## src/design/crr_pkg.sv

```systemverilog
// package of offsets, field positions and reset values for the option/remote regs
// assumes a byte-oriented management bus front end decodes commands before this block
package crr_pkg;
  localparam logic [7:0] CMD_SPECIAL_OPTION_CONFIG  = 8'he0;
  localparam logic [7:0] CMD_INTERNAL_TEMP_OFFSET   = 8'he1;
  localparam logic [7:0] CMD_EXTERNAL_TEMP_CAL      = 8'he2;
  localparam logic [7:0] CMD_PRIMARY_REMOTE_CFG     = 8'he3;
  localparam logic [7:0] CMD_VIN_UV_WARN_LIMIT      = 8'h58;
  localparam int         BIT_REQUIRE_PEC            = 7;
  localparam int         BIT_HYBRID_RATIO           = 6;
  localparam int         BIT_DROOP_SLOPE            = 5;
  localparam int         BIT_ADAPTIVE_RAMP          = 3;
  localparam int         BIT_DYN_BUS_VOLTAGE        = 2;
  localparam int         BIT_RC_COMBINE_AND         = 4;
  localparam int         BIT_RC_PIN_ENABLE          = 2;
  localparam int         BIT_RC_ACTIVE_HIGH         = 1;
  localparam int         BIT_RC_QUICK_OFF           = 0;
  localparam logic [7:0] SPECIAL_OPTION_WMASK       = 8'hec;
  localparam logic [7:0] REMOTE_CFG_WMASK           = 8'h17;
  localparam logic [7:0] SPECIAL_OPTION_RESET       = 8'h00;
  localparam logic [7:0] REMOTE_CFG_RESET           = 8'h04;
  localparam logic [15:0] VIN_UV_WARN_RESET         = 16'h0000;
  localparam logic [1:0] XFER_BYTE                  = 2'h0;
  localparam logic [1:0] XFER_WORD                  = 2'h1;
  localparam logic [1:0] XFER_BLOCK                 = 2'h2;
endpackage

```

## src/design/crr_regs.sv

```systemverilog
// option and remote on/off configuration registers with on/off decision logic
// assumes a bus front end delivering decoded command writes and read requests,
// synchronous to mclk, with its own packet error check result per write
//
// Contract
// (RULE1) option bit 7 requires packet error check on bus transactions
// (RULE2) option bit 6 enables hybrid ratio regulation for duty headroom
// (RULE3) hybrid ratio: output tracks input ratio below undervoltage warning threshold
// (RULE4) option bit 5 selects linear (0) or non-linear (1) droop
// (RULE5) option bit 3 enables adaptive ramp time and dynamic loop compensation
// (RULE6) option bit 2 enables dynamic bus voltage operation
// (RULE7) option bits 0 and 1 reserved, no function
// (RULE8) internal temperature offset is read-only 16-bit word, 0.1 C units
// (RULE9) calibration read-only four-byte block: bytes 0-1 offset, 2-3 slope
// (RULE10) remote config bit 4: 0 ORs pin with operation/control, 1 ANDs
// (RULE11) remote config bit 2 enables primary remote pin, else ignored
// (RULE12) remote config bit 1 sets pin polarity: 0 low, 1 high active
// (RULE13) remote config bit 0: 0 soft-stop ramp down, 1 quick off
// (RULE14) host uses byte access for configs, word and block reads
// (RULE15) with check required, writes lacking a correct check byte are dropped
`timescale 1ns/1ns
`default_nettype none
module crr_regs (
  input  wire logic        mclk,
  input  wire logic        reset,
  input  wire logic        wr_valid,
  input  wire logic [7:0]  wr_cmd,
  input  wire logic [1:0]  wr_type,
  input  wire logic [15:0] wr_data,
  input  wire logic        wr_pec_present,
  input  wire logic        wr_pec_ok,
  input  wire logic        rd_valid,
  input  wire logic [7:0]  rd_cmd,
  input  wire logic [1:0]  rd_type,
  input  wire logic [15:0] temp_offset_int,
  input  wire logic [31:0] temp_cal,
  input  wire logic [15:0] vin_reading,
  input  wire logic        remote_pin,
  input  wire logic        ctrl_pin_on,
  input  wire logic        operation_on,
  output logic             rd_ack,
  output logic             rd_err,
  output logic [31:0]      rd_data,
  output logic [2:0]       rd_len,
  output logic             wr_ack,
  output logic             wr_err,
  output logic             pec_required,
  output logic             hybrid_ratio_regulation,
  output logic             hybrid_ratio_active,
  output logic             droop_slope_select,
  output logic             adaptive_ramp_loop_comp,
  output logic             dynamic_bus_voltage_enable,
  output logic             output_on,
  output logic             quick_off,
  output logic             soft_stop
);
  // ----------------------------------------------------------------
  // register state
  // ----------------------------------------------------------------
  logic [7:0]  special_option_config_ff, nxt_special_option_config;
  logic [7:0]  primary_remote_pin_config_ff, nxt_primary_remote_pin_config;
  logic [15:0] vin_uv_warn_ff, nxt_vin_uv_warn;
  logic        rd_ack_ff, nxt_rd_ack;
  logic        rd_err_ff, nxt_rd_err;
  logic [31:0] rd_data_ff, nxt_rd_data;
  logic [2:0]  rd_len_ff, nxt_rd_len;
  logic        wr_ack_ff, nxt_wr_ack;
  logic        wr_err_ff, nxt_wr_err;
  logic        wr_allowed;

  always_comb begin
    wr_allowed = ~special_option_config_ff[crr_pkg::BIT_REQUIRE_PEC] |
                 (wr_pec_present & wr_pec_ok); // RULE1 RULE15
    nxt_special_option_config     = special_option_config_ff;
    nxt_primary_remote_pin_config = primary_remote_pin_config_ff;
    nxt_vin_uv_warn               = vin_uv_warn_ff;
    nxt_wr_ack                    = 1'b0;
    nxt_wr_err                    = 1'b0;
    if (wr_valid) begin
      nxt_wr_err = 1'b1;
      if (wr_allowed) begin
        case (wr_cmd)
          crr_pkg::CMD_SPECIAL_OPTION_CONFIG: begin
            if (wr_type == crr_pkg::XFER_BYTE) begin // RULE14
              nxt_special_option_config = wr_data[7:0] & crr_pkg::SPECIAL_OPTION_WMASK; // RULE7
              nxt_wr_err = 1'b0;
            end
          end
          crr_pkg::CMD_PRIMARY_REMOTE_CFG: begin
            if (wr_type == crr_pkg::XFER_BYTE) begin // RULE14
              nxt_primary_remote_pin_config = wr_data[7:0] & crr_pkg::REMOTE_CFG_WMASK;
              nxt_wr_err = 1'b0;
            end
          end
          crr_pkg::CMD_VIN_UV_WARN_LIMIT: begin
            if (wr_type == crr_pkg::XFER_WORD) begin
              nxt_vin_uv_warn = wr_data; // RULE3
              nxt_wr_err = 1'b0;
            end
          end
          default: begin
            nxt_wr_err = 1'b1; // RULE8 RULE9
          end
        endcase
      end
      nxt_wr_ack = ~nxt_wr_err;
    end
  end

  // ----------------------------------------------------------------
  // read path
  // ----------------------------------------------------------------
  always_comb begin
    nxt_rd_ack  = 1'b0;
    nxt_rd_err  = 1'b0;
    nxt_rd_data = 32'h00000000;
    nxt_rd_len  = 3'h0;
    if (rd_valid) begin
      nxt_rd_ack = 1'b1;
      case (rd_cmd)
        crr_pkg::CMD_SPECIAL_OPTION_CONFIG: begin
          nxt_rd_err  = (rd_type != crr_pkg::XFER_BYTE); // RULE14
          nxt_rd_data = {24'h000000, special_option_config_ff};
          nxt_rd_len  = 3'h1;
        end
        crr_pkg::CMD_INTERNAL_TEMP_OFFSET: begin
          nxt_rd_err  = (rd_type != crr_pkg::XFER_WORD);
          nxt_rd_data = {16'h0000, temp_offset_int}; // RULE8
          nxt_rd_len  = 3'h2;
        end
        crr_pkg::CMD_EXTERNAL_TEMP_CAL: begin
          nxt_rd_err  = (rd_type != crr_pkg::XFER_BLOCK);
          nxt_rd_data = temp_cal; // RULE9
          nxt_rd_len  = 3'h4;
        end
        crr_pkg::CMD_PRIMARY_REMOTE_CFG: begin
          nxt_rd_err  = (rd_type != crr_pkg::XFER_BYTE); // RULE14
          nxt_rd_data = {24'h000000, primary_remote_pin_config_ff};
          nxt_rd_len  = 3'h1;
        end
        crr_pkg::CMD_VIN_UV_WARN_LIMIT: begin
          nxt_rd_err  = (rd_type != crr_pkg::XFER_WORD);
          nxt_rd_data = {16'h0000, vin_uv_warn_ff};
          nxt_rd_len  = 3'h2;
        end
        default: begin
          nxt_rd_err = 1'b1;
        end
      endcase
      if (nxt_rd_err) begin
        nxt_rd_data = 32'h00000000;
        nxt_rd_len  = 3'h0;
      end
    end
  end

  // ----------------------------------------------------------------
  // option and remote decision outputs
  // ----------------------------------------------------------------
  logic nxt_pec_required, pec_required_ff;
  logic nxt_hybrid_ratio, hybrid_ratio_ff, nxt_hybrid_active, hybrid_active_ff;
  logic nxt_droop, droop_ff, nxt_adaptive_ramp, adaptive_ramp_ff, nxt_dyn_bus, dyn_bus_ff;
  logic nxt_on, on_ff, nxt_quick, quick_ff, nxt_soft, soft_ff;
  logic pin_active, pin_term, rc_on;

  always_comb begin
    nxt_pec_required = special_option_config_ff[crr_pkg::BIT_REQUIRE_PEC]; // RULE1
    nxt_hybrid_ratio  = special_option_config_ff[crr_pkg::BIT_HYBRID_RATIO]; // RULE2
    nxt_hybrid_active = nxt_hybrid_ratio & (vin_reading < vin_uv_warn_ff); // RULE3
    nxt_droop         = special_option_config_ff[crr_pkg::BIT_DROOP_SLOPE]; // RULE4
    nxt_adaptive_ramp = special_option_config_ff[crr_pkg::BIT_ADAPTIVE_RAMP]; // RULE5
    nxt_dyn_bus       = special_option_config_ff[crr_pkg::BIT_DYN_BUS_VOLTAGE]; // RULE6
    pin_active = primary_remote_pin_config_ff[crr_pkg::BIT_RC_ACTIVE_HIGH] ?
                 remote_pin : ~remote_pin; // RULE12
    if (!primary_remote_pin_config_ff[crr_pkg::BIT_RC_PIN_ENABLE]) begin
      rc_on = operation_on & ctrl_pin_on; // RULE11
    end else if (primary_remote_pin_config_ff[crr_pkg::BIT_RC_COMBINE_AND]) begin
      rc_on = pin_active & operation_on & ctrl_pin_on; // RULE10
    end else begin
      rc_on = pin_active | (operation_on & ctrl_pin_on); // RULE10
    end
    pin_term  = primary_remote_pin_config_ff[crr_pkg::BIT_RC_QUICK_OFF];
    nxt_on    = rc_on;
    nxt_quick = ~rc_on & pin_term; // RULE13
    nxt_soft  = ~rc_on & ~pin_term; // RULE13
  end

  always_ff @(posedge mclk) begin
    if (reset) begin
      special_option_config_ff     <= crr_pkg::SPECIAL_OPTION_RESET;
      primary_remote_pin_config_ff <= crr_pkg::REMOTE_CFG_RESET;
      vin_uv_warn_ff               <= crr_pkg::VIN_UV_WARN_RESET;
      rd_ack_ff  <= 1'b0;
      rd_err_ff  <= 1'b0;
      rd_data_ff <= 32'h00000000;
      rd_len_ff  <= 3'h0;
      wr_ack_ff  <= 1'b0;
      wr_err_ff  <= 1'b0;
      pec_required_ff <= 1'b0;
      hybrid_ratio_ff  <= 1'h0;
      hybrid_active_ff <= 1'h0;
      droop_ff         <= 1'h0;
      adaptive_ramp_ff <= 1'h0;
      dyn_bus_ff       <= 1'h0;
      on_ff      <= 1'b0;
      quick_ff   <= 1'b0;
      soft_ff    <= 1'b0;
    end else begin
      special_option_config_ff     <= nxt_special_option_config;
      primary_remote_pin_config_ff <= nxt_primary_remote_pin_config;
      vin_uv_warn_ff               <= nxt_vin_uv_warn;
      rd_ack_ff  <= nxt_rd_ack;
      rd_err_ff  <= nxt_rd_err;
      rd_data_ff <= nxt_rd_data;
      rd_len_ff  <= nxt_rd_len;
      wr_ack_ff  <= nxt_wr_ack;
      wr_err_ff  <= nxt_wr_err;
      pec_required_ff <= nxt_pec_required;
      hybrid_ratio_ff  <= nxt_hybrid_ratio;
      hybrid_active_ff <= nxt_hybrid_active;
      droop_ff         <= nxt_droop;
      adaptive_ramp_ff <= nxt_adaptive_ramp;
      dyn_bus_ff       <= nxt_dyn_bus;
      on_ff      <= nxt_on;
      quick_ff   <= nxt_quick;
      soft_ff    <= nxt_soft;
    end
  end

  assign rd_ack  = rd_ack_ff;
  assign rd_err  = rd_err_ff;
  assign rd_data = rd_data_ff;
  assign rd_len  = rd_len_ff;
  assign wr_ack  = wr_ack_ff;
  assign wr_err  = wr_err_ff;
  assign pec_required               = pec_required_ff;
  assign hybrid_ratio_regulation    = hybrid_ratio_ff;
  assign hybrid_ratio_active        = hybrid_active_ff;
  assign droop_slope_select         = droop_ff;
  assign adaptive_ramp_loop_comp    = adaptive_ramp_ff;
  assign dynamic_bus_voltage_enable = dyn_bus_ff;
  assign output_on                  = on_ff;
  assign quick_off                  = quick_ff;
  assign soft_stop                  = soft_ff;
endmodule
`default_nettype wire
```

## config.mk

```make
export PLATFORM = sky130hd
export DESIGN_NAME = crr_regs
export DESIGN_NICKNAME = d
export VERILOG_FILES = /design/src/design/crr_pkg.sv /design/src/design/crr_regs.sv
export SDC_FILE = /design/constraint.sdc
export NUM_CORES = 1
export LEC_CHECK = 0
export ABC_AREA = 1
export ABC_CLOCK_PERIOD_IN_PS = 1500
export BUFFER_PORTS_ARGS = -buffer_cell sky130_fd_sc_hd__buf_4
export CORE_ASPECT_RATIO = 1.4
export CORE_UTILIZATION = 30
export CTS_CLUSTER_SIZE = 14
export DETAILED_ROUTE_END_ITERATION = 10
export SYNTH_ARGS = -nofsm -noshare
export SYNTH_HDL_FRONTEND = slang
export SYNTH_SLANG_ARGS = --single-unit
```

## constraint.sdc

```tcl
create_clock -name mclk -period 1.5 [get_ports mclk]
set_clock_uncertainty 0.05 [all_clocks]
set_input_delay 0.225 -clock mclk [delete_from_list [all_inputs] [get_ports mclk]]
set_output_delay 0.225 -clock mclk [all_outputs]
set_load 0.01 [all_outputs]
```

==> summary.md, run 1 <==
| Metric | Value |
|---|---|
| Outcome | `completed` |
| # fillers | `1085` |
| Area growth syn-to-layout | `52.8%` |
| Die outline width | `91.0 microns` |
| Worst relative slew slack | `75.6%` |
| Type of the worst min-delay path | `input pin to flop` |
| Largest cells by area after synthesis | `dfxtp_1 44%, nand2_1 6.8%, a21oi_1 6.0%` |
| Initial cell density of the core | `slightly above 30%` |
| Clock Path Buffers | `2` |
| Number of violations reported at the end of detailed-routing iteration 0 | `106` |
| Worst path arrival time | `1.58 ns` |
| Most area-hungry cell type in the Yosys netlist | `dfxtp_1` |
| Unique masters post-synth | `30` |
| Worst endpoint required time | `around 1.7 ns` |
| Compound-cell area share of the yosys netlist | `13.7%` |
| CTS HTree Levels | `3` |
| Highest clock rate | `0.736 GHz` |
| Adder-cell area share of the yosys netlist | `5.65%` |
| RePlAce Congestion | `0.862` |
| I/O pins | `157` |
| Worst IR drop on VDD | `approximately 0.00050 V` |
| Launching element type of the critical path | `flop` |
| Number of antenna violations at the first check in global routing | `0` |
| Post-synthesis cell area | `3320 sq um` |
| TritonCTS Sinks | `73` |
| Mean routed wirelength per cell | `between 10 and 15 microns` |
| Main combinational cell family by area after synthesis | `simple AND/OR/NAND/NOR gates` |
| Global-route usage over all layers | `17.1%` |
| Worst-margin pin slew | `0.365 ns` |
| Num CTS Buffers | `9` |
| Crit path cell chain | `a21boi_2, nand2_1, or2_2, a21oi_1, o21a_1` |
| Hold-fix buffers, CTS | `0` |
| Drt total wl | `9.67 mm` |
| Post-layout instance area | `5080 sq um` |
| Via count of the first global-routing pass | `3432` |
| Parity-gate share of the synthesized area counting xor and xnor cells | `less than 1%` |
| Routed vias/inst | `4.49` |
| Die outline area | `11500 sq um` |
| Overall die height | `between 100 and 150 microns` |
| Clock slew at the register clock pins of the worst setup and hold paths | `around 0.05 ns` |
| Placed wire-length estimate after detailed placement | `7.99 mm` |
| Setup repair after global routing missed its margin | `false` |
| Total DRC errors in the routed layout | `0` |
| Count of maximum capacitance violations | `0` |
| Count of inserted antenna diode cells | `0` |
| Clock tree from TritonCTS | `built` |
| Multiplexer fraction of the synthesized cell area | `0%` |
| Number of buffers added for setup after CTS | `0` |
| Number of hold violations in the final report | `0` |
| Biggest cell delay along the critical path | `0.37 ns` |
| Global-route wire length before repair | `15.4 mm` |
| Ratio of cells with drive above 1 in the final layout | `~40%` |
| Portion of the post-synthesis area used by sequential elements | `44.0%` |
| Post-synthesis area per instance | `between 7 and 8 sq um` |
| Maximum number of pins on one net before global-route repair | `26` |
| CTS Root Cell | `clkbuf_16` |
| Cell count after synthesis | `428` |
| Synthesis warning total | `0` |
| Routed Antenna Nets | `0` |
| Post-synthesis share of cell area spent on and, or, nand and nor gates | `28.9%` |
| Fraction of the cycle the final worst path needs | `90.5%` |
| Final core utilization | `47.0%` |
| Share of the synthesized area in the top cell type | `between 40% and 50%` |
| Aggregate global routing overflow | `0` |
| Count of endpoints failing setup in the final report | `0` |
| Minimum period implied by the final worst setup slack | `1.36 ns` |
| Largest fanout on the critical path | `10` |
| Total leakage power | `2.24 nW` |
| Total area of multi-input combinational cells | `between 1500 and 2000 sq um` |
| 1st-pass router iterations | `5` |
| Endpoint class of the critical path | `flop` |
| Post-layout nets | `729` |
| Clock latency of the later-clocked register in the worst-skew pair | `0.33 ns` |
| IO buf count | `156` |
| FF+latch count, synth | `73` |
| FF+latch area | `1460 sq um` |
| Number of nets in the synthesized netlist | `between 500 and 600` |
| Worst setup path category | `flop to flop` |
| Area post-placement | `a little under 5000 sq um` |
| Final count of pins violating max slew | `0` |
| Number of cell rows | `45` |
| Core outline area | `about 11000 sq um` |
| Worst path slowest cell | `or2_2` |
| PwrDens | `839 nW/um^2` |
| Total via count after detailed routing | `~3400` |
==> cells in the mapped netlist, drive strengths merged <==
master    n
or2       1
a21oi    40
a21boi    2
nor2     79
ha       15
o21a      5
o21ai    33
o2111ai   1
nand2    66
dfxtp    73
buf       9
nand4     2
a211oi    1
xor2      1
inv      42
nand3    38
o211ai    3
nor3      9
clkbuf    7
nand3b    1
==> worst max-delay path: cells and delay by family, from the launching register on <==
kind / cells / cell delay, ns
AOI/OAI and AO/OA: 3 / 0.48
and+or+nand+nor: 2 / 0.46
DFF: 1 / 0.32
==> flip-flops by register name (all words and copies together) (netlist names) <==
register	count
rd_data	32
adaptive_ramp_loop_comp	1
output_on	1
soft_stop	1
dynamic_bus_voltage_enable	1
pec_required	1
hybrid_ratio_active	1
rd_len	3
rd_ack	1
droop_slope_select	1
rd_err	1
special_option_config_ff	5
primary_remote_pin_config_ff	4
wr_ack	1
wr_err	1
hybrid_ratio_regulation	1
vin_uv_warn_ff	16
quick_off	1
==> stage by stage <==
stage	hold slack, ns	worst slack [ns]	cells	power, mW	TNS (ns)
after floorplan	0.296	0.0772	428	2.12	0
after global placement	0.398	-0.0538	735	2.42	-1.33
after detailed placement	0.402	-0.119	735	2.43	-3.62
after CTS	0.0543	0.0731	751	4.32	0
after global routing	0.0673	0.0175	751	4.46	0
final	0.0628	0.142	751	4.26	0
==> cell type report <==
cell class / count / area share (%)
sequential: 73 / 28.8
tap: 141 / 3.47
clock inverter: 6 / 0.690
timing repair buffer: 182 / 27.6
clock buffer: 10 / 4.51
inverter: 42 / 3.10
multi-input combinational: 297 / 31.8
==> power breakdown <==
group          internal, mW  switching (mW)  total, mW
Sequential             1.95         0.00223       1.95
Combinational         0.256           0.175      0.431
Clock                  1.10           0.774       1.88
==> what timing repair did <==
item / 4_1_cts / 5_1_grt
setup endpoints to repair: 2 / 6
gates cloned: 0 / 0
gates resized for setup: 1 / 1
==> per-layer routing <==
layer / up-vias / part of all wire (%) / track usage [%]
met2: 120 / 50 / 30.7
met5: - / 0 / 0
met3: 25 / 4.8 / 2.52
met1: 1478 / 41 / 18.6
met4: 0 / 4.2 / 11.2
li1: 1749 / - / -
==> cells in the final DEF, fill, tap and decap left out, drive strengths merged, types with 2 or more instances in the layout <==
master,synthesis,routed
o21a,5,5
nand4,2,2
a21oi,40,40
nor2,79,79
clkinv,0,4
buf,9,182
o211ai,3,3
ha,15,15
clkinvlp,0,2
nand3,38,38
clkbuf,7,10
a21boi,2,2
nor3,9,9
nand2,66,66
inv,42,42
dfxtp,73,73
o21ai,33,33
==> path summary, 6_finish.rpt <==
check                                        from                     endpoint  slack [ns]  depth (start not counted)
setup / recovery      special_option_config_ff[7]  special_option_config_ff[7]        0.14                          5
hold / removal                         wr_data[5]  special_option_config_ff[5]        0.06                          2
setup reg to reg      special_option_config_ff[7]  special_option_config_ff[7]        0.14                          5
hold reg to reg   primary_remote_pin_config_ff[0]                    soft_stop        0.42                          1
==> cells by family after synthesis <==
kind of cell             after synthesis
AND/OR/NAND/NOR                      196
flip-flops                            73
buffers and inverters                 58
AO/OA/AOI/OAI                         85
adder cells (fa/ha/maj)               15
XOR/XNOR                               1
Power figures use the tool's default switching activity.
==> run 2: changes to the inputs <==
Settings changed: CELL_PAD_IN_SITES_DETAIL_PLACEMENT set to 2, CELL_PAD_IN_SITES_GLOBAL_PLACEMENT set to 2, CORE_UTILIZATION 30 to 22, PLACE_DENSITY_LB_ADDON set to 0.1.
==> run 2 against run 1 <==
Net effect: clock-buffer cell count unchanged; wire length increased by 26%; cell area increased by 2.6%; final cell count increased by 6.7%.
==> summary.md, run 2 (synthesis gave the netlist of run 1 again) <==
| Metric | Value |
|---|---|
| FF+latch area | `1460 sq um (unchanged)` |
| Worst IR drop on VDD | `0.000426 V (-15%)` |
| Worst relative slew slack | `80.2% (+4.6 points)` |
| Cell count of the worst hold path | `2 (unchanged)` |
| Area growth syn-to-layout | `56.8%` |
| Minimum setup slack among reg-to-reg paths | `0.13 ns (-0.02 ns)` |
| Endpoint class of the critical path | `flop` |
| Fraction of the cycle the final worst path needs | `91.6% (+1.1 points)` |
| CTS HTree Levels | `3 (unchanged)` |
| I/O pins | `157 (unchanged)` |
| IO buf count | `156 (unchanged)` |
| Worst path arrival time | `1.59 ns (about the same)` |
| Total DRC errors in the routed layout | `0 (unchanged)` |
| Placed wire-length estimate after detailed placement | `10.1 mm (+26%)` |
| Outcome | `completed` |
| Ratio of cells with drive above 1 in the final layout | `40.8% (+0.85 points)` |
| Via count of the first global-routing pass | `3910 (+14%)` |
| Mean routed wirelength per cell | `15.2 microns (+18%)` |
| PwrDens | `892 nW/um^2 (+6.4%)` |
| Internal power | `3.56 mW (+7.7%)` |
| Worst setup path category | `flop to flop` |
| Final count of pins violating max slew | `0 (unchanged)` |
| Number of violations reported at the end of detailed-routing iteration 0 | `54 (-49%)` |
| Overall die height | `147 microns (+17%)` |
| Global routing met1 resource utilization | `17.7% (-0.86 points)` |
| Global routing usage on met2 | `28.9% (-1.8 points)` |
| Die outline width | `106 microns (+16%)` |
| Clock slew at the register clock pins of the worst setup and hold paths | `0.06 ns (about the same)` |
| Maximum number of pins on one net before global-route repair | `26 (unchanged)` |
| # fillers | `1751 (+61%)` |
| Initial cell density of the core | `22.7% (-8.0 points)` |
| Total leakage power | `2.28 nW (+1.4%)` |
| Routed vias/inst | `4.44 (-1.2%)` |
| Number of antenna violations at the first check in global routing | `0 (unchanged)` |
| Cell type with the highest occurrence count on the critical path | `a21oi_1` |
| Switching power | `1.09 mW (+14%)` |
| Net switching share of the total power | `23.4% (+1.1 points)` |
| Count of endpoints failing setup in the final report | `0 (unchanged)` |
| Setup repair after global routing missed its margin | `false` |
| Number of buffers added for setup after CTS | `0 (unchanged)` |
| Biggest cell delay along the critical path | `0.31 ns (-0.06 ns)` |
| Critical R2R Launch | `vin_uv_warn_ff[5]` |
| Final setup TNS | `0 ns (unchanged)` |
| Number of hold violations in the final report | `0 (unchanged)` |
| Number of cell rows | `52 (+16%)` |
| Register-to-Register Path Depth | `7 (+2)` |
| Post-layout total power | `4.65 mW (+9.2%)` |
| Count of inserted antenna diode cells | `0 (unchanged)` |
| Met3 track demand over resource | `4.41% (+1.9 points)` |
| Clock power frac | `48.4% (+4.3 points)` |
| Most frequent standard cell in the layout excluding fill and tap cells | `buf_4` |
| PnR worst setup slack | `0.126 ns (-0.0159 ns)` |
| Crit path cell chain | `inv_1, ha_1, a21oi_1, nor2_1, a211oi_2, nand2_1, a21oi_1` |
| 1st-pass router iterations | `4 (-1)` |
| Drt total wl | `12.2 mm (+26%)` |
| GRT busiest layer | `met2` |
| Num CTS Buffers | `9 (unchanged)` |
| Worst setup slack after placement | `-0.208 ns (-0.0885 ns)` |
| Endpoint of the worst hold-timing path | `special_option_config_ff[6]` |
| TritonCTS Sinks | `73 (unchanged)` |
| Most used cells in the layout excluding fill and tap cells | `181 x buf_4, 73 x dfxtp_1, 60 x nand2_1` |
| Worst-margin pin slew | `0.296 ns (-0.0691 ns)` |
| Core outline area | `14600 sq um (+35%)` |
| CTS Root Cell | `clkbuf_16` |
| Worst path slowest cell | `dfxtp_1` |
| Largest fanout on the critical path | `3 (-7)` |
| Launching element type of the critical path | `flop` |
| Global-route wire length before repair | `19.3 mm (+26%)` |
| Routed Antenna Nets | `0 (unchanged)` |
| Aggregate global routing overflow | `0 (unchanged)` |
| Clock latency of the later-clocked register in the worst-skew pair | `0.33 ns (about the same)` |
| Highest clock rate | `0.728 GHz (-1.2%)` |
| Combinational group share of total power | `9.7% (-0.4 points)` |
| Final core utilization | `35.6% (-11 points)` |
| Total via count after detailed routing | `3553 (+5.4%)` |
| Worst endpoint required time | `1.71 ns (-0.02 ns)` |
| Global-route usage over all layers | `16.0% (-1.1 points)` |
| Die outline area | `15600 sq um (+36%)` |
| Count of maximum capacitance violations | `0 (unchanged)` |
| Total area of multi-input combinational cells | `1630 sq um (+0.70%)` |
| Post-layout nets | `731 (+0.27%)` |
| RePlAce Congestion | `0.715 (-17%)` |
| Minimum period implied by the final worst setup slack | `1.37 ns (+0.0159 ns)` |
| Clock tree from TritonCTS | `built` |
| Number of flip-flops in the largest register | `32 (unchanged)` |
| Type of the worst min-delay path | `input pin to flop` |
| Seq pwr share | `41.9% (-3.9 points)` |
| Hold Path Origin | `wr_data[6]` |
| Clock Path Buffers | `2 (unchanged)` |
| Worst R2R End | `hybrid_ratio_active` |
[run 2: changes by cell type in the layout (fill, tap and decap cells not counted), sizes merged]
cell	delta
clkinv	-3
inv	+3
buf	+2
bufinv	+1
clkinvlp	-1
[run 2: critical path, delay by kind of cell (launching register included)]
kind | cells | cell delay (ns)
AO/OA/AOI/OAI | 3 | 0.42
flip-flops | 1 | 0.31
adder cells (fa/ha/maj) | 1 | 0.29
AND/OR/NAND/NOR | 2 | 0.16
buffers and inverters | 1 | 0.07
[run 2: layout make-up]
cell class                 count  share of cell area [%]
sequential                    73                    28.0
inverter                      42                    3.02
clock inverter                 6                    1.39
tap                          189                    4.54
timing repair buffer         184                    27.2
multi-input combinational    297                    31.2
clock buffer                  10                    4.58
[run 2: timing repair]
item,in CTS,in global routing
hold buffers,0,0
setup endpoints to repair,8,12
resized for setup,1,7
pin swaps,0,0
[run 2: worst max-delay path by stage]
stage / slack (ns) / depth (start not counted) / end / startpoint
3_3_place_gp: -0.11 / 12 / rd_data[9] / rd_cmd[2]
3_5_place_dp: -0.21 / 12 / rd_data[26] / rd_cmd[1]
4_1_cts: 0.01 / 6 / vin_uv_warn_ff[2] / special_option_config_ff[7]
6_report: 0.13 / 7 / hybrid_ratio_active / vin_uv_warn_ff[5]
5_1_grt: 0.003 / 7 / hybrid_ratio_active / vin_uv_warn_ff[11]
2_1_floorplan: 0.08 / 11 / rd_data[3] / rd_cmd[1]
[run 2: through the flow]
stage	std cells	hold slack, ns	instance area (sq um)
2_1_floorplan	428	0.296	3320
3_5_place_dp	785	0.402	4890
5_1_grt	801	0.0610	5210
4_1_cts	801	0.0513	5200
3_3_place_gp	785	0.394	4890
6_report	801	0.0640	5210
[run 2: power groups by stage]
stage / Clock (mW) / Sequential [mW] / Combinational, mW
after CTS: 2.34 / 1.95 / 0.455
after global placement: 0 / 1.99 / 0.435
after global routing: 2.42 / 1.95 / 0.496
after detailed placement: 0 / 1.99 / 0.451
final: 2.25 / 1.95 / 0.450
after floorplan: 0 / 2.00 / 0.125
[run 2: layer usage]
layer	share of wire, %	vias to the layer above
met5	0	-
met4	2.0	0
met3	6.0	16
met2	52	107
met1	40	1670
li1	-	1760
==> run 3: changes to the inputs <==
Settings changed: PLACE_DENSITY set to 0.72, PLACE_DENSITY_LB_ADDON 0.1 to not set.
==> run 3 against run 2 <==
Net effect: fmax up 0.26%; worst hold slack worse by 0.00061 ns; sequential share of layout area up 0.36 points; die area unchanged; clock power down 10%; sequential power about the same; final cell count down 0.50%; critical path depth down 2; flip-flop and latch count unchanged; global-route usage up 0.34 points; total power down 5.2%; wire length down 0.91%; largest cell class unchanged; largest power group unchanged.
==> summary.md, run 3 (synthesis gave the netlist of run 1 again) <==
| Metric | Value |
|---|---|
| Hold-fix buffers, CTS | `0 (unchanged)` |
| PwrDens | `857 nW/um^2 (-3.9%)` |
| I/O pins | `157 (unchanged)` |
| Largest fanout on the critical path | `10 (+7)` |
| Worst relative slew slack | `80.0% (-0.24 points)` |
| Worst IR drop on VDD | `0.000344 V (-19%)` |
| Clock slew at the register clock pins of the worst setup and hold paths | `0.06 ns (about the same)` |
| Mean routed wirelength per cell | `15.1 microns (-0.42%)` |
| Via count of the first global-routing pass | `3997 (+2.2%)` |
| Number of hold violations in the final report | `0 (unchanged)` |
| Number of buffers added for setup after CTS | `0 (unchanged)` |
| Ratio of cells with drive above 1 in the final layout | `40.3% (-0.55 points)` |
| Number of placed cells counting well taps | `781 (-0.51%)` |
| Die outline width | `106 microns (unchanged)` |
| CTS HTree Levels | `3 (unchanged)` |
| Global-route wire length before repair | `19.6 mm (+1.5%)` |
| Cells resized by post-CTS repair | `0 (-1)` |
| Clock latency of the later-clocked register in the worst-skew pair | `0.33 ns (about the same)` |
| Clock tree from TritonCTS | `built` |
| Core outline area | `14600 sq um (unchanged)` |
| Maximum number of pins on one net before global-route repair | `26 (unchanged)` |
| Number of antenna violations at the first check in global routing | `0 (unchanged)` |
| Launching element type of the critical path | `flop` |
| Count of inserted antenna diode cells | `0 (unchanged)` |
| Routed vias/inst | `4.40 (-0.74%)` |
| Outcome | `completed` |
| Count of maximum capacitance violations | `0 (unchanged)` |
| Met3 track demand over resource | `3.53% (-0.88 points)` |
| TritonCTS Sinks | `73 (unchanged)` |
| Initial cell density of the core | `22.7% (unchanged)` |
| Number of flip-flops in the largest register | `32 (unchanged)` |
| Fraction of the cycle the final worst path needs | `91.4% (-0.24 points)` |
| Placed wire-length estimate after detailed placement | `10.2 mm (+1.2%)` |
| IO buf count | `156 (unchanged)` |
| Worst setup path category | `flop to flop` |
| 1st-pass router iterations | `4 (unchanged)` |
| Global routing met1 resource utilization | `17.0% (-0.68 points)` |
| Die outline area | `15600 sq um (unchanged)` |
| GRT busiest layer | `met2` |
| Type of the worst min-delay path | `input pin to flop` |
| Final count of pins violating max slew | `0 (unchanged)` |
| Global-route usage over all layers | `16.3% (+0.34 points)` |
| Worst-margin pin slew | `0.299 ns (+0.00355 ns)` |
| Routed Antenna Nets | `0 (unchanged)` |
| Final std cells w/o fill | `797 (-0.50%)` |
| Area growth syn-to-layout | `54.8%` |
| Number of cell rows | `52 (unchanged)` |
| Total DRC errors in the routed layout | `0 (unchanged)` |
| Overall die height | `147 microns (unchanged)` |
| RePlAce Congestion | `0.769 (+7.5%)` |
| Post-layout total power | `4.41 mW (-5.2%)` |
| Highest clock rate | `0.730 GHz (+0.26%)` |
| Number of violations reported at the end of detailed-routing iteration 0 | `49 (-9.3%)` |
| Setup repair after global routing missed its margin | `true` |
| Total leakage power | `2.24 nW (-1.8%)` |
| Worst path arrival time | `1.60 ns (about the same)` |
| Clock Path Buffers | `2 (unchanged)` |
| Endpoint class of the critical path | `flop` |
| Post-layout nets | `727 (-0.55%)` |
| Minimum period implied by the final worst setup slack | `1.37 ns (-0.00357 ns)` |
| CTS Root Cell | `clkbuf_16` |
| Total via count after detailed routing | `3509 (-1.2%)` |
| Aggregate global routing overflow | `0 (unchanged)` |
| Worst endpoint required time | `1.73 ns (+0.02 ns)` |
| Num CTS Buffers | `9 (unchanged)` |
| Drt total wl | `12.1 mm (-0.91%)` |
| Most used cells in the layout excluding fill and tap cells | `177 x buf_4, 73 x dfxtp_1, 60 x nand2_1` |
| Count of endpoints failing setup in the final report | `0 (unchanged)` |
| Most frequent standard cell in the layout excluding fill and tap cells | `buf_4` |
| Global routing usage on met2 | `31.3% (+2.4 points)` |
-- run 3: changes by cell type in the layout (fill, tap and decap cells not counted) --
cell and delta:
buf_4 -4, o21ai_0 +3, o21ai_1 -3, clkinvlp_4 +2, a21boi_1 +1, a21boi_2 -1
bufinv_16 -1, clkbuf_8 -1, clkinv_2 +1, inv_6 -1
-- run 3: per-layer routing --
| metal | part of all wire [%] | vias to the layer above |
|---|---|---|
| met2 | 55 | 104 |
| li1 | - | 1752 |
| met5 | 0 | - |
| met4 | 1.9 | 0 |
| met1 | 38 | 1640 |
| met3 | 4.9 | 13 |
-- run 3: worst max-delay path, stage by stage, from the launching register on --
cell	delay (ns)
dfxtp_1	0.31
a21boi_1	0.18
nand2_1	0.10
or2_2	0.37
a21oi_1	0.17
o21a_1	0.14
-- run 3: cell type report --
class / instances / area [sq um]
Fill cell: 1715 / 9490
Multi-Input combinational cell: 297 / 1620
Sequential cell: 73 / 1460
Timing Repair Buffer: 180 / 1390
Tap cell: 189 / 236
Clock buffer: 9 / 225
Inverter: 42 / 158
Clock inverter: 7 / 53.8
-- run 3: where the power goes --
group | leakage [nW] | switching (mW) | internal (mW)
clock network | 0.128 | 0.889 | 1.13
registers | 0.589 | 0.00242 | 1.95
logic | 1.52 | 0.186 | 0.257
-- run 3: through the flow --
stage	TNS (ns)	hold slack, ns	area [sq um]	worst slack [ns]	util, %
after CTS	0	0.0528	5140	0.0246	35.1
final	0	0.0634	5150	0.130	35.2
after detailed placement	-7.72	0.398	4860	-0.249	33.2
after global routing	-0.0123	0.0573	5150	-0.0123	35.2
after floorplan	0	0.296	3320	0.0772	-
after global placement	-2.86	0.393	4860	-0.107	33.2
-- run 3: final timing paths --
| check | from | endpoint | slack, ns | depth (start not counted) |
|---|---|---|---|---|
| worst max-delay path | special_option_config_ff[7] | special_option_config_ff[7] | 0.13 | 5 |
| worst min-delay path | wr_data[5] | special_option_config_ff[5] | 0.06 | 2 |
| worst max register to register | special_option_config_ff[7] | special_option_config_ff[7] | 0.13 | 5 |
| worst min register to register | primary_remote_pin_config_ff[0] | soft_stop | 0.40 | 1 |
